`config.mk`:
```
export PLATFORM = sky130hd
export DESIGN_NAME = supervisor_watchdog
export DESIGN_NICKNAME = d
export VERILOG_FILES = /design/src/hw/supervisor_pkg.sv /design/src/hw/supervisor_ce_gate.sv /design/src/hw/supervisor_watchdog.sv
export VERILOG_INCLUDE_DIRS = /design/src /design/src/hw
export SDC_FILE = /design/constraint.sdc
export NUM_CORES = 1
export LEC_CHECK = 0
export BUFFER_PORTS_ARGS = -buffer_cell sky130_fd_sc_hd__buf_2
export CORE_MARGIN = 3
export CORE_UTILIZATION = 60
export CTS_CLUSTER_DIAMETER = 200
export DETAILED_ROUTE_END_ITERATION = 7
export PLACE_DENSITY = 0.79
export SKIP_LAST_GASP = 1
export SLEW_MARGIN = 20
export SYNTH_ARGS = -nofsm -noshare
export SYNTH_HDL_FRONTEND = slang
export SYNTH_HIERARCHICAL = 1
export SYNTH_SLANG_ARGS = --single-unit
```
`constraint.sdc`:
```
create_clock -name i_sys_clk -period 7.5 [get_ports i_sys_clk]
set_clock_uncertainty 0.15 [all_clocks]
set_input_delay 1.5 -clock i_sys_clk [delete_from_list [all_inputs] [get_ports i_sys_clk]]
set_output_delay 1.5 -clock i_sys_clk [all_outputs]
set_load 0.02 [all_outputs]
```
`src/hw/supervisor_defines.svh`:
```
// Timing constants and counter widths for the supervisor block
`ifndef SUPERVISOR_DEFINES_SVH
`define SUPERVISOR_DEFINES_SVH
// ==========================================================
// Clock and internal timebase
`define SYS_CLK_HZ 10000000
`define INT_TICK_HZ 10240
`define INT_TICK_DIV (`SYS_CLK_HZ / `INT_TICK_HZ)
// ==========================================================
// Periods in milliseconds and in timebase ticks
`define WD_SLOW_MS 1600
`define WD_FAST_MS 100
`define RST_MS 200
`define INT_WD_SLOW_TICKS 16384
`define INT_WD_FAST_TICKS 1024
`define INT_RST_TICKS 2048
`define EXT_WD_NORMAL_TICKS 1024
`define EXT_WD_AFTER_RST_TICKS 4096
`define EXT_RST_TICKS 2048
// ==========================================================
// Chip-enable hold on entry to reset, in system cycles (15 us, rounded down)
`define CE_HOLD_US 15
`define CE_HOLD_CYCLES ((`CE_HOLD_US * (`SYS_CLK_HZ / 1000000)))
`define CNT_W 16
`define CE_CNT_W 8
`endif

```
`src/hw/supervisor_pkg.sv`:
```
// Types shared by the supervisor block
package supervisor_pkg;
  typedef enum logic [1:0] {WD_OFF, WD_ARMED, WD_FAULT} wd_state_e;
  typedef enum logic [1:0] {CE_PASS, CE_HOLD, CE_BLOCK} ce_state_e;
endpackage

```
`src/hw/supervisor_ce_gate.sv`:
```
// Chip-enable gating for the memory behind the supervisor
`timescale 1ns/100ps
`include "supervisor_defines.svh"
module supervisor_ce_gate
(
  input wire logic i_sys_clk,
  input wire logic i_rst,
  input wire logic i_reset_active,
  input wire logic i_supply_ok,
  input wire logic i_ce_n_sync,
  output logic o_ce_n
);
  typedef struct packed
  {
    supervisor_pkg::ce_state_e state;
    logic [`CE_CNT_W-1:0] cnt;
  } ce_s;
  ce_s st_reg;
  ce_s st_next;
  // ==========================================================
  // Gate state: pass while out of reset, brief hold of an active cycle on entry
  always_comb
  begin
    st_next = st_reg;
    unique case (st_reg.state)
      supervisor_pkg::CE_PASS:
      begin
        // Supply loss enters the hold at once, in the same cycle that reset is registered
        if (i_reset_active || !i_supply_ok)
        begin
          st_next.cnt = '0;
          // Active access finishes instead of being cut mid-cycle
          st_next.state = i_ce_n_sync ? supervisor_pkg::CE_BLOCK : supervisor_pkg::CE_HOLD;
        end
      end
      supervisor_pkg::CE_HOLD:
      begin
        st_next.cnt = st_reg.cnt + 8'h01;
        if (i_ce_n_sync || (st_reg.cnt >= 8'(`CE_HOLD_CYCLES - 1)))
        begin
          st_next.state = supervisor_pkg::CE_BLOCK;
        end
      end
      supervisor_pkg::CE_BLOCK:
      begin
        if (!i_reset_active)
        begin
          st_next.state = supervisor_pkg::CE_PASS;
        end
      end
    endcase
  end
  always_ff @(posedge i_sys_clk)
  begin
    if (i_rst)
    begin
      st_reg <= '{state: supervisor_pkg::CE_BLOCK, cnt: '0};
    end
    else
    begin
      st_reg <= st_next;
    end
  end
  // Pass and hold both follow the input, so an access running into reset never glitches high
  // Limitation: output lags the pin by the synchroniser
  assign o_ce_n = i_ce_n_sync | (st_reg.state == supervisor_pkg::CE_BLOCK);
  AST_CE_BLOCKED: assert property (@(posedge i_sys_clk) disable iff (i_rst)
    (st_reg.state == supervisor_pkg::CE_BLOCK) |-> o_ce_n) else $error("ce passed while blocked");
  AST_CE_HOLD_LIMIT: assert property (@(posedge i_sys_clk) disable iff (i_rst)
    $rose(st_reg.state == supervisor_pkg::CE_HOLD) |-> ##[1:150] (st_reg.state != supervisor_pkg::CE_HOLD))
    else $error("ce hold too long");
  COV_CE_HOLD: cover property (@(posedge i_sys_clk) st_reg.state == supervisor_pkg::CE_HOLD);
endmodule

```
`src/hw/supervisor_watchdog.sv`:
```
// Reset generator, watchdog, chip-enable gate and status flags
// How it works
// Stuck activity past timeout drives fault low and pulses both resets.
// Fault stays low until the next activity transition.
// Mid-level activity input disables watchdog, fault held high.
// Active-low reset low whenever supply below threshold.
// Reset held for reset timeout after supply recovers.
// Active-high reset is always the inverse of active-low reset.
// Undervoltage flag follows supply flag without delay.
// Gated chip-enable low only with input low and supply good; the code also passes it low during the R9 hold.
// Active chip-enable held until input high or 15 us, then blocked.
// Select high or floating uses the internal oscillator.
// Internal oscillator: timebase input level picks fast or slow timeout.
// Select low takes ticks from the timebase input.
// Backup flag high on backup source, low on main supply.
// Main chosen above backup and threshold; backup when below both.
// Power-fail flag follows comparator, affecting nothing else.
// Internal: fast 100ms normal, 1.6s after reset; floating 1.6s both.
// External: 1024 normal, 4096 after reset, 2048 reset ticks.
// Watchdog off below threshold or on backup, fault high.
// Stuck activity repeats reset pulses each watchdog period.
// Periods counted in timebase ticks; watchdog restarts at reset release.
`timescale 1ns/100ps
`include "supervisor_defines.svh"
module supervisor_watchdog
(
  input wire logic i_sys_clk,
  input wire logic i_rst,
  input wire logic i_supply_ok,
  input wire logic i_main_above_backup,
  input wire logic i_powerfail_sense_low,
  input wire logic i_activity_high,
  input wire logic i_activity_low,
  input wire logic i_timebase_select,
  input wire logic i_timebase_input,
  input wire logic i_timebase_floating,
  input wire logic i_ce_n,
  output logic o_reset_n,
  output logic o_reset,
  output logic o_watchdog_fault_out,
  output logic o_undervoltage_n,
  output logic o_ce_n,
  output logic o_backup_active_flag,
  output logic o_powerfail_flag
);
  localparam int SYNC_W = 9;
  typedef struct packed
  {
    logic [SYNC_W-1:0] s1;
    logic [SYNC_W-1:0] s2;
    logic tb_prev;
    logic [`CNT_W-1:0] div;
    logic act_prev;
    logic act_mid_prev;
    supervisor_pkg::wd_state_e wd;
    logic [`CNT_W-1:0] wd_cnt;
    logic after_rst;
    logic [`CNT_W-1:0] rst_cnt;
    logic rst_active;
    logic backup;
    logic pf_n;
    logic uv_n;
  } sup_s;
  sup_s st_reg;
  sup_s st_next;
  logic [SYNC_W-1:0] pins;
  logic supply_ok, main_above, pf_low, act_hi, act_lo, tb_sel, tb_in, tb_float, ce_n_s;
  logic tick, act_mid, act_level, act_edge, wd_enable, wd_expire;
  logic [`CNT_W-1:0] wd_limit;
  logic [`CNT_W-1:0] rst_limit;
  // ==========================================================
  // Pin synchronisers
  assign pins = {i_ce_n, i_timebase_floating, i_timebase_input, i_timebase_select,
                 i_activity_low, i_activity_high, i_powerfail_sense_low, i_main_above_backup, i_supply_ok};
  assign {ce_n_s, tb_float, tb_in, tb_sel, act_lo, act_hi, pf_low, main_above, supply_ok} = st_reg.s2;
  // ==========================================================
  // Timebase and period selection
  always_comb
  begin
    act_mid = !act_hi && !act_lo;
    act_level = act_hi;
    act_edge = !act_mid && !st_reg.act_mid_prev && (act_level != st_reg.act_prev);
    wd_enable = supply_ok && !st_reg.backup && !act_mid;
    if (!tb_sel)
    begin
      // Ticks from the external timebase rising edge
      tick = tb_in && !st_reg.tb_prev;
      wd_limit = st_reg.after_rst ? 16'(`EXT_WD_AFTER_RST_TICKS) : 16'(`EXT_WD_NORMAL_TICKS);
      rst_limit = 16'(`EXT_RST_TICKS);
    end
    else
    begin
      tick = (st_reg.div == 16'(`INT_TICK_DIV - 1));
      // Low timebase level selects the fast normal timeout
      wd_limit = (!tb_float && !tb_in && !st_reg.after_rst) ? 16'(`INT_WD_FAST_TICKS)
                 : 16'(`INT_WD_SLOW_TICKS);
      rst_limit = 16'(`INT_RST_TICKS);
    end
    wd_expire = tick && (st_reg.wd_cnt >= wd_limit - 16'h0001);
  end
  // ==========================================================
  // Next state
  always_comb
  begin
    st_next = st_reg;
    st_next.s1 = pins;
    st_next.s2 = st_reg.s1;
    st_next.tb_prev = tb_in;
    st_next.div = (!tb_sel || tick) ? '0 : st_reg.div + 16'h0001;
    st_next.act_prev = act_level;
    st_next.act_mid_prev = act_mid;
    st_next.uv_n = supply_ok;
    st_next.pf_n = !pf_low;
    // Hysteresis band keeps the present source
    if (main_above && supply_ok)
    begin
      st_next.backup = 1'b0;
    end
    else if (!main_above && !supply_ok)
    begin
      st_next.backup = 1'b1;
    end
    // Reset pulse timing
    if (!supply_ok)
    begin
      st_next.rst_active = 1'b1;
      st_next.rst_cnt = '0;
    end
    else if (st_reg.rst_active)
    begin
      if (tick)
      begin
        st_next.rst_cnt = st_reg.rst_cnt + 16'h0001;
        if (st_reg.rst_cnt >= rst_limit - 16'h0001)
        begin
          st_next.rst_active = 1'b0;
          st_next.after_rst = 1'b1;
        end
      end
    end
    // Watchdog
    unique case (st_reg.wd)
      supervisor_pkg::WD_OFF:
      begin
        st_next.wd_cnt = '0;
        if (wd_enable && !st_reg.rst_active)
        begin
          st_next.wd = supervisor_pkg::WD_ARMED;
        end
      end
      supervisor_pkg::WD_ARMED, supervisor_pkg::WD_FAULT:
      begin
        if (!wd_enable)
        begin
          st_next.wd = supervisor_pkg::WD_OFF;
          st_next.wd_cnt = '0;
        end
        else if (act_edge)
        begin
          // A transition clears the fault even while the reset pulse still runs
          st_next.wd = supervisor_pkg::WD_ARMED;
          st_next.wd_cnt = '0;
          if (!st_reg.rst_active)
          begin
            st_next.after_rst = 1'b0;
          end
        end
        else if (st_reg.rst_active)
        begin
          st_next.wd_cnt = '0;
        end
        else if (wd_expire)
        begin
          st_next.wd = supervisor_pkg::WD_FAULT;
          st_next.wd_cnt = '0;
          st_next.rst_active = 1'b1;
          st_next.rst_cnt = '0;
        end
        else if (tick)
        begin
          st_next.wd_cnt = st_reg.wd_cnt + 16'h0001;
        end
      end
    endcase
  end
  always_ff @(posedge i_sys_clk)
  begin
    if (i_rst)
    begin
      st_reg <= '{s1: '0, s2: '0, tb_prev: 1'b0, div: '0, act_prev: 1'b0, act_mid_prev: 1'b1,
                  wd: supervisor_pkg::WD_OFF, wd_cnt: '0, after_rst: 1'b1, rst_cnt: '0,
                  rst_active: 1'b1, backup: 1'b0, pf_n: 1'b1, uv_n: 1'b0};
    end
    else
    begin
      st_reg <= st_next;
    end
  end
  // ==========================================================
  // Outputs
  assign o_reset_n = !st_reg.rst_active;
  assign o_reset = st_reg.rst_active;
  assign o_watchdog_fault_out = (st_reg.wd != supervisor_pkg::WD_FAULT);
  assign o_undervoltage_n = st_reg.uv_n;
  assign o_backup_active_flag = st_reg.backup;
  assign o_powerfail_flag = st_reg.pf_n;
  supervisor_ce_gate i_supervisor_ce_gate
  (
    .i_sys_clk(i_sys_clk),
    .i_rst(i_rst),
    .i_reset_active(st_reg.rst_active),
    .i_supply_ok(supply_ok),
    .i_ce_n_sync(ce_n_s),
    .o_ce_n(o_ce_n)
  );
  // ==========================================================
  // Checks
  AST_RESET_INV: assert property (@(posedge i_sys_clk) disable iff (i_rst)
    o_reset == !o_reset_n) else $error("reset outputs not inverse");
  AST_UV_RESET: assert property (@(posedge i_sys_clk) disable iff (i_rst)
    !supply_ok |=> !o_reset_n) else $error("reset not asserted on undervoltage");
  AST_UV_FLAG: assert property (@(posedge i_sys_clk) disable iff (i_rst)
    o_undervoltage_n == $past(supply_ok)) else $error("undervoltage flag wrong");
  AST_WD_OFF_HIGH: assert property (@(posedge i_sys_clk) disable iff (i_rst)
    (!wd_enable) |=> o_watchdog_fault_out) else $error("fault low while disabled");
  AST_FAULT_RESETS: assert property (@(posedge i_sys_clk) disable iff (i_rst)
    $fell(o_watchdog_fault_out) |-> !o_reset_n) else $error("fault without reset");
  AST_FAULT_CLEAR: assert property (@(posedge i_sys_clk) disable iff (i_rst)
    (!o_watchdog_fault_out && wd_enable && act_edge) |=> o_watchdog_fault_out)
    else $error("fault not cleared by activity");
  AST_BACKUP: assert property (@(posedge i_sys_clk) disable iff (i_rst)
    (!main_above && !supply_ok) |=> o_backup_active_flag) else $error("backup not flagged");
  AST_PF: assert property (@(posedge i_sys_clk) disable iff (i_rst)
    o_powerfail_flag == !$past(pf_low)) else $error("powerfail flag wrong");
  COV_FAULT: cover property (@(posedge i_sys_clk) $fell(o_watchdog_fault_out));
  COV_RELEASE: cover property (@(posedge i_sys_clk) $rose(o_reset_n));
  COV_BACKUP: cover property (@(posedge i_sys_clk) $rose(o_backup_active_flag));
endmodule

```
## Yosys cells after proc, flatten, opt, wreduce, memory -nomap -nowiden

Cells that the tools add are included.

| word-level totals | value |
|---|---|
| bits in registers | 86 |
| bits in latches | 0 |
| bits in writable memories | 0 |
| bits in read-only memories | 0 |
| input port bits | 11 |
| output and inout port bits | 7 |
| logic and storage cells | 109 |
| memories kept | 0 |

| cells by class | value |
|---|---|
| $add $sub $neg | 5 |
| $mul | 0 |
| div/mod/pow operators | 0 |
| $lt $le $gt $ge | 3 |
| equality and inequality tests | 14 |
| shift-type cells | 0 |
| muxes and demuxes | 32 |
| bitwise operators | 1 |
| reduce and logical (&&, ||, !) cells | 38 |

Operator list:

| cell | number |
|---|---|
| $mux W18 | 6 |
| $mux W17 | 4 |
| $add A16 B1 Y16 const B | 3 |
| $mux W16 | 3 |
| $pmux W18 S2 | 1 |
| $mux W15 | 2 |
| $eq A16 B10 Y1 const B | 1 |
| $ge A16 B11 Y1 const B | 1 |
| $ge A16 B16 Y1 | 1 |
| $pmux W8 S2 | 1 |
| $sub A16 B1 Y16 const B | 1 |
| $logic_not A1 Y1 | 14 |
| $mux W13 | 1 |
| $logic_and A1 B1 Y1 | 12 |
| $mux W2 | 6 |
| $mux W10 | 1 |
| $add A8 B1 Y8 const B | 1 |
| $ge A8 B8 Y1 const B | 1 |
| $ne A4 B4 Y1 const B | 2 |
| $mux W1 | 6 |
| $ne A2 B2 Y1 const B | 3 |
| $ne A6 B6 Y1 const B | 1 |
| $pmux W2 S3 | 1 |
| $reduce_and A3 Y1 | 2 |
| 10 further kinds | 18 |

## Logic depth before layout (Yosys ltp)

| depth | value |
|---|---|
| depth after elaboration | 13 |
| depth in mapped cells | 12 |
| depth with buffers taken out | 11 |

## Hierarchy

Netlist, hierarchy kept.

By module, submodules not included:

| module | instances | cells an instance | area an instance (µm²) | seq. area each (µm²) |
|---|---|---|---|---|
| supervisor_watchdog | 1 | 368 | 3,309.4 | 1,521.5 |
| supervisor_ce_gate | 1 | 71 | 600.6 | 200.2 |

## Least setup slack after synthesis

OpenSTA, ideal clock, no wires.

| timing | value |
|---|---|
| kind | flip-flop to output port |
| start point | register st_reg, in the netlist o_reset |
| end point | output port o_reset_n |
| arrival time | 0.995 ns |
| data required time | 5.850 ns |
| path slack | 4.855 ns |
| cell stages (with the launch flop) | 3 |
| buffers on the path | 1 |
| cells stage by stage | dfxtp_1 -> clkbuf_1 -> inv_1 |

| between the ends | value |
|---|---|
| longest elaborated chain between the ends | 1 |

RTL lines:

| element | line | RTL |
|---|---|---|
| from (decl) | supervisor_watchdog.sv:64 | `sup_s st_reg;` |
| from (signal assigned) | supervisor_watchdog.sv:190 | `st_reg <= '{s1: '0, s2: '0, tb_prev: 1'b0, div: '0, act_prev: 1'b0, act_mid_prev: 1'b1,` |
| from (signal assigned) | supervisor_watchdog.sv:196 | `st_reg <= st_next;` |
| $logic_not A1 Y1 | - |  |
| to (decl) | supervisor_watchdog.sv:38 | `output logic o_reset_n,` |

Every way passes these cells.

## Final worst setup path

Ends and elaborated chain as after synthesis.

==> flow_metrics.tcl <==
set metrics [dict create \
    yosysWarnings 6 \
    grt_pass1_vias 2859 \
    postSynthAreaPerCell_um2 8.91 \
    grt_usage 0.207 \
    largest_reg_flops 56 \
    min_from "pf_low" \
    path_max_fanout 19 \
    rsz0062_at_grt "no" \
    layout-drive-gt1-share 0.108 \
    hold_path.class "reg -> reg" \
    synth_nets 466 \
    antenna_found_initial 0 \
    grt_pass1_wl_um 12500 \
    synth_edf_count 0 \
    setup_ws_ns 4.37 \
    crit_type "reg -> out" \
    grt_max_degree 37 \
    worst_slew_pin_slew_ns 0.987 \
    clk_pin_slew_ns 0.08 \
    placed_cell_area_mm2 0.00404 \
    fin_hold_ws_ns 0.240 \
    area_growth_pct 9.92 \
    gp_congestion 0.806 \
    routed-via-count 3012 \
    post-place-ws_ns 4.35 \
    hpwl_um 4940 \
    drc 0 \
    numCtsBuffers 9 \
    dr.pass1.iters 4 \
    cp-start-kind "flop" \
    wl_um 7240 \
    r2r_cells 11 \
    first_iter_violations 135 \
    finalHoldViolations 0 \
    ys_async_sr_fraction 0 \
    final-max-slew-violation-count 0 \
    netlist_area_mm2 0.00391 \
    antennaDiodeCount 0 \
    yosysSeqAreaShare 0.440 \
    root_buffer "clkbuf_8" \
    syn_inst 439 \
    setup_viol 0 \
    core_mm2 0.00613 \
    hold_path_depth 1 \
    wire_per_inst_um 13.5 \
    path_cells "inv_1 -> buf_2" \
    post-cts-setup-buffer-count 0 \
    final_util 0.701 \
    cts.path.max_buffers 2 \
    ys.flop_type "dfxtp_1" \
    cts-resized-gates 0 \
    final_area_mm2 0.00430 \
    clock-sinks 86 \
    finalCriticalPeriod_ns 3.13 \
    cp.required_ns 5.85 \
    start_util 0.638 \
    crit_path_end_kind "output pin" \
    powerDensity_mw_per_mm2 220 \
    finalSetupTns_ns 0 \
    ir_worst_vdd_uv 273 \
    nFillCells 485 \
    die_x_um 86.7 \
    ys_seq_elements 86 \
    leakage_nw 1.50 \
    outcome "complete, no violations" \
    ios 18 \
    cp_slowest_cell "dfxtp_1" \
    critical-path-max-stage-delay_ns 0.72 \
    tritoncts "done" \
    period_share 0.418 \
    slew-limit-headroom 0.336 \
    max_cap_viol_count 0 \
    final_common_cell "dfxtp_1" \
    die_h_um 86.7 \
    dieArea_mm2 0.00752 \
    cp.arrival_ns 1.48 \
    num_rows 28 \
    fin_nets 483 \
    synth.distinct_cells 55 \
    grt.overflow.total 0 \
    clkLatencyLatePin_ns 0.36 \
    hold_buffers 0 \
    r2r_start "st_next[57]" \
    fmax_mhz 319 \
    ant_nets 0 \
    port_buffers 17 \
    vias_per_cell 5.62 \
    h-tree-depth 3 \
    mostFrequentLayoutCells "86 x dfxtp_1, 57 x nor2_1, 24 x nor2b_1" \
    worstSetupStartpoint "o_reset" \
]
where the power goes:
group	internal (mW)	switching, mW
Combinational	0.0302	0.0409
Sequential	0.466	0.00614
Clock	0.226	0.176
Total	0.722	0.223
through the flow:
step,std cells,total power [mW]
detailed placement,520,0.553
floorplan,439,0.536
global route,536,0.985
global placement,520,0.551
CTS,536,0.952
finish,536,0.945
critical path, delay by kind of cell, from the launching register on:
family / cells / cell delay [ns]
buf+inv: 2 / 0.41
flops: 1 / 0.72
per-layer routing:
metal,share of wire,vias up,global-route usage
li1,-,1568,-
met1,0.46,1389,0.253
met2,0.49,44,0.349
met3,0.037,11,0.0627
met4,0.013,0,0.0680
met5,0,-,0
final timing paths:
path,end,slack (ns)
hold / removal,o_powerfail_flag,0.24
hold reg to reg,o_powerfail_flag,0.24
setup reg to reg,st_reg[31],4.42
setup / recovery,o_reset_n,4.37
cells by family after synthesis:
group | after synthesis | synth area share
multiplexers | 5 | 0.0134
adder cells (fa/ha/maj) | 16 | 0.0512
flip-flops | 86 | 0.440
AO/OA/AOI/OAI | 72 | 0.118
AND/OR/NAND/NOR | 193 | 0.261
buffers and inverters | 30 | 0.0330
XOR/XNOR | 37 | 0.0829
area by class of cell:
type                       count  area (um^2)  area share
clock buffer                   9          124      0.0288
timing repair buffer          19          100      0.0233
sequential                    86         1720       0.401
clock inverter                 7          125      0.0291
tap                           75         93.8      0.0218
inverter                      17         63.8      0.0148
multi-input combinational    323         2070       0.482
synth_stat cells, types with 3 or more instances:
cell,count,area share
dfxtp_1,86,0.44
nor2_1,57,0.055
nor2b_1,24,0.038
nand3_1,23,0.029
o21ai_0,23,0.029
xor2_1,23,0.052
nand2_1,21,0.020
a21oi_1,19,0.024
ha_1,16,0.051
inv_1,16,0.015
xnor2_1,14,0.031
nor3_1,13,0.017
or3_1,13,0.021
clkbuf_1,7,0.0067
nand4_1,7,0.011
nor4_1,6,0.0096
nand2b_1,5,0.0080
a211oi_1,4,0.0077
and3_1,4,0.0064
buf_2,4,0.0051
mux2i_1,3,0.0077
o2111ai_1,3,0.0067
o211ai_1,3,0.0058
o31ai_1,3,0.0058
or4_1,3,0.0058
or4_4,3,0.0086
(Power assumes the default switching activity.)
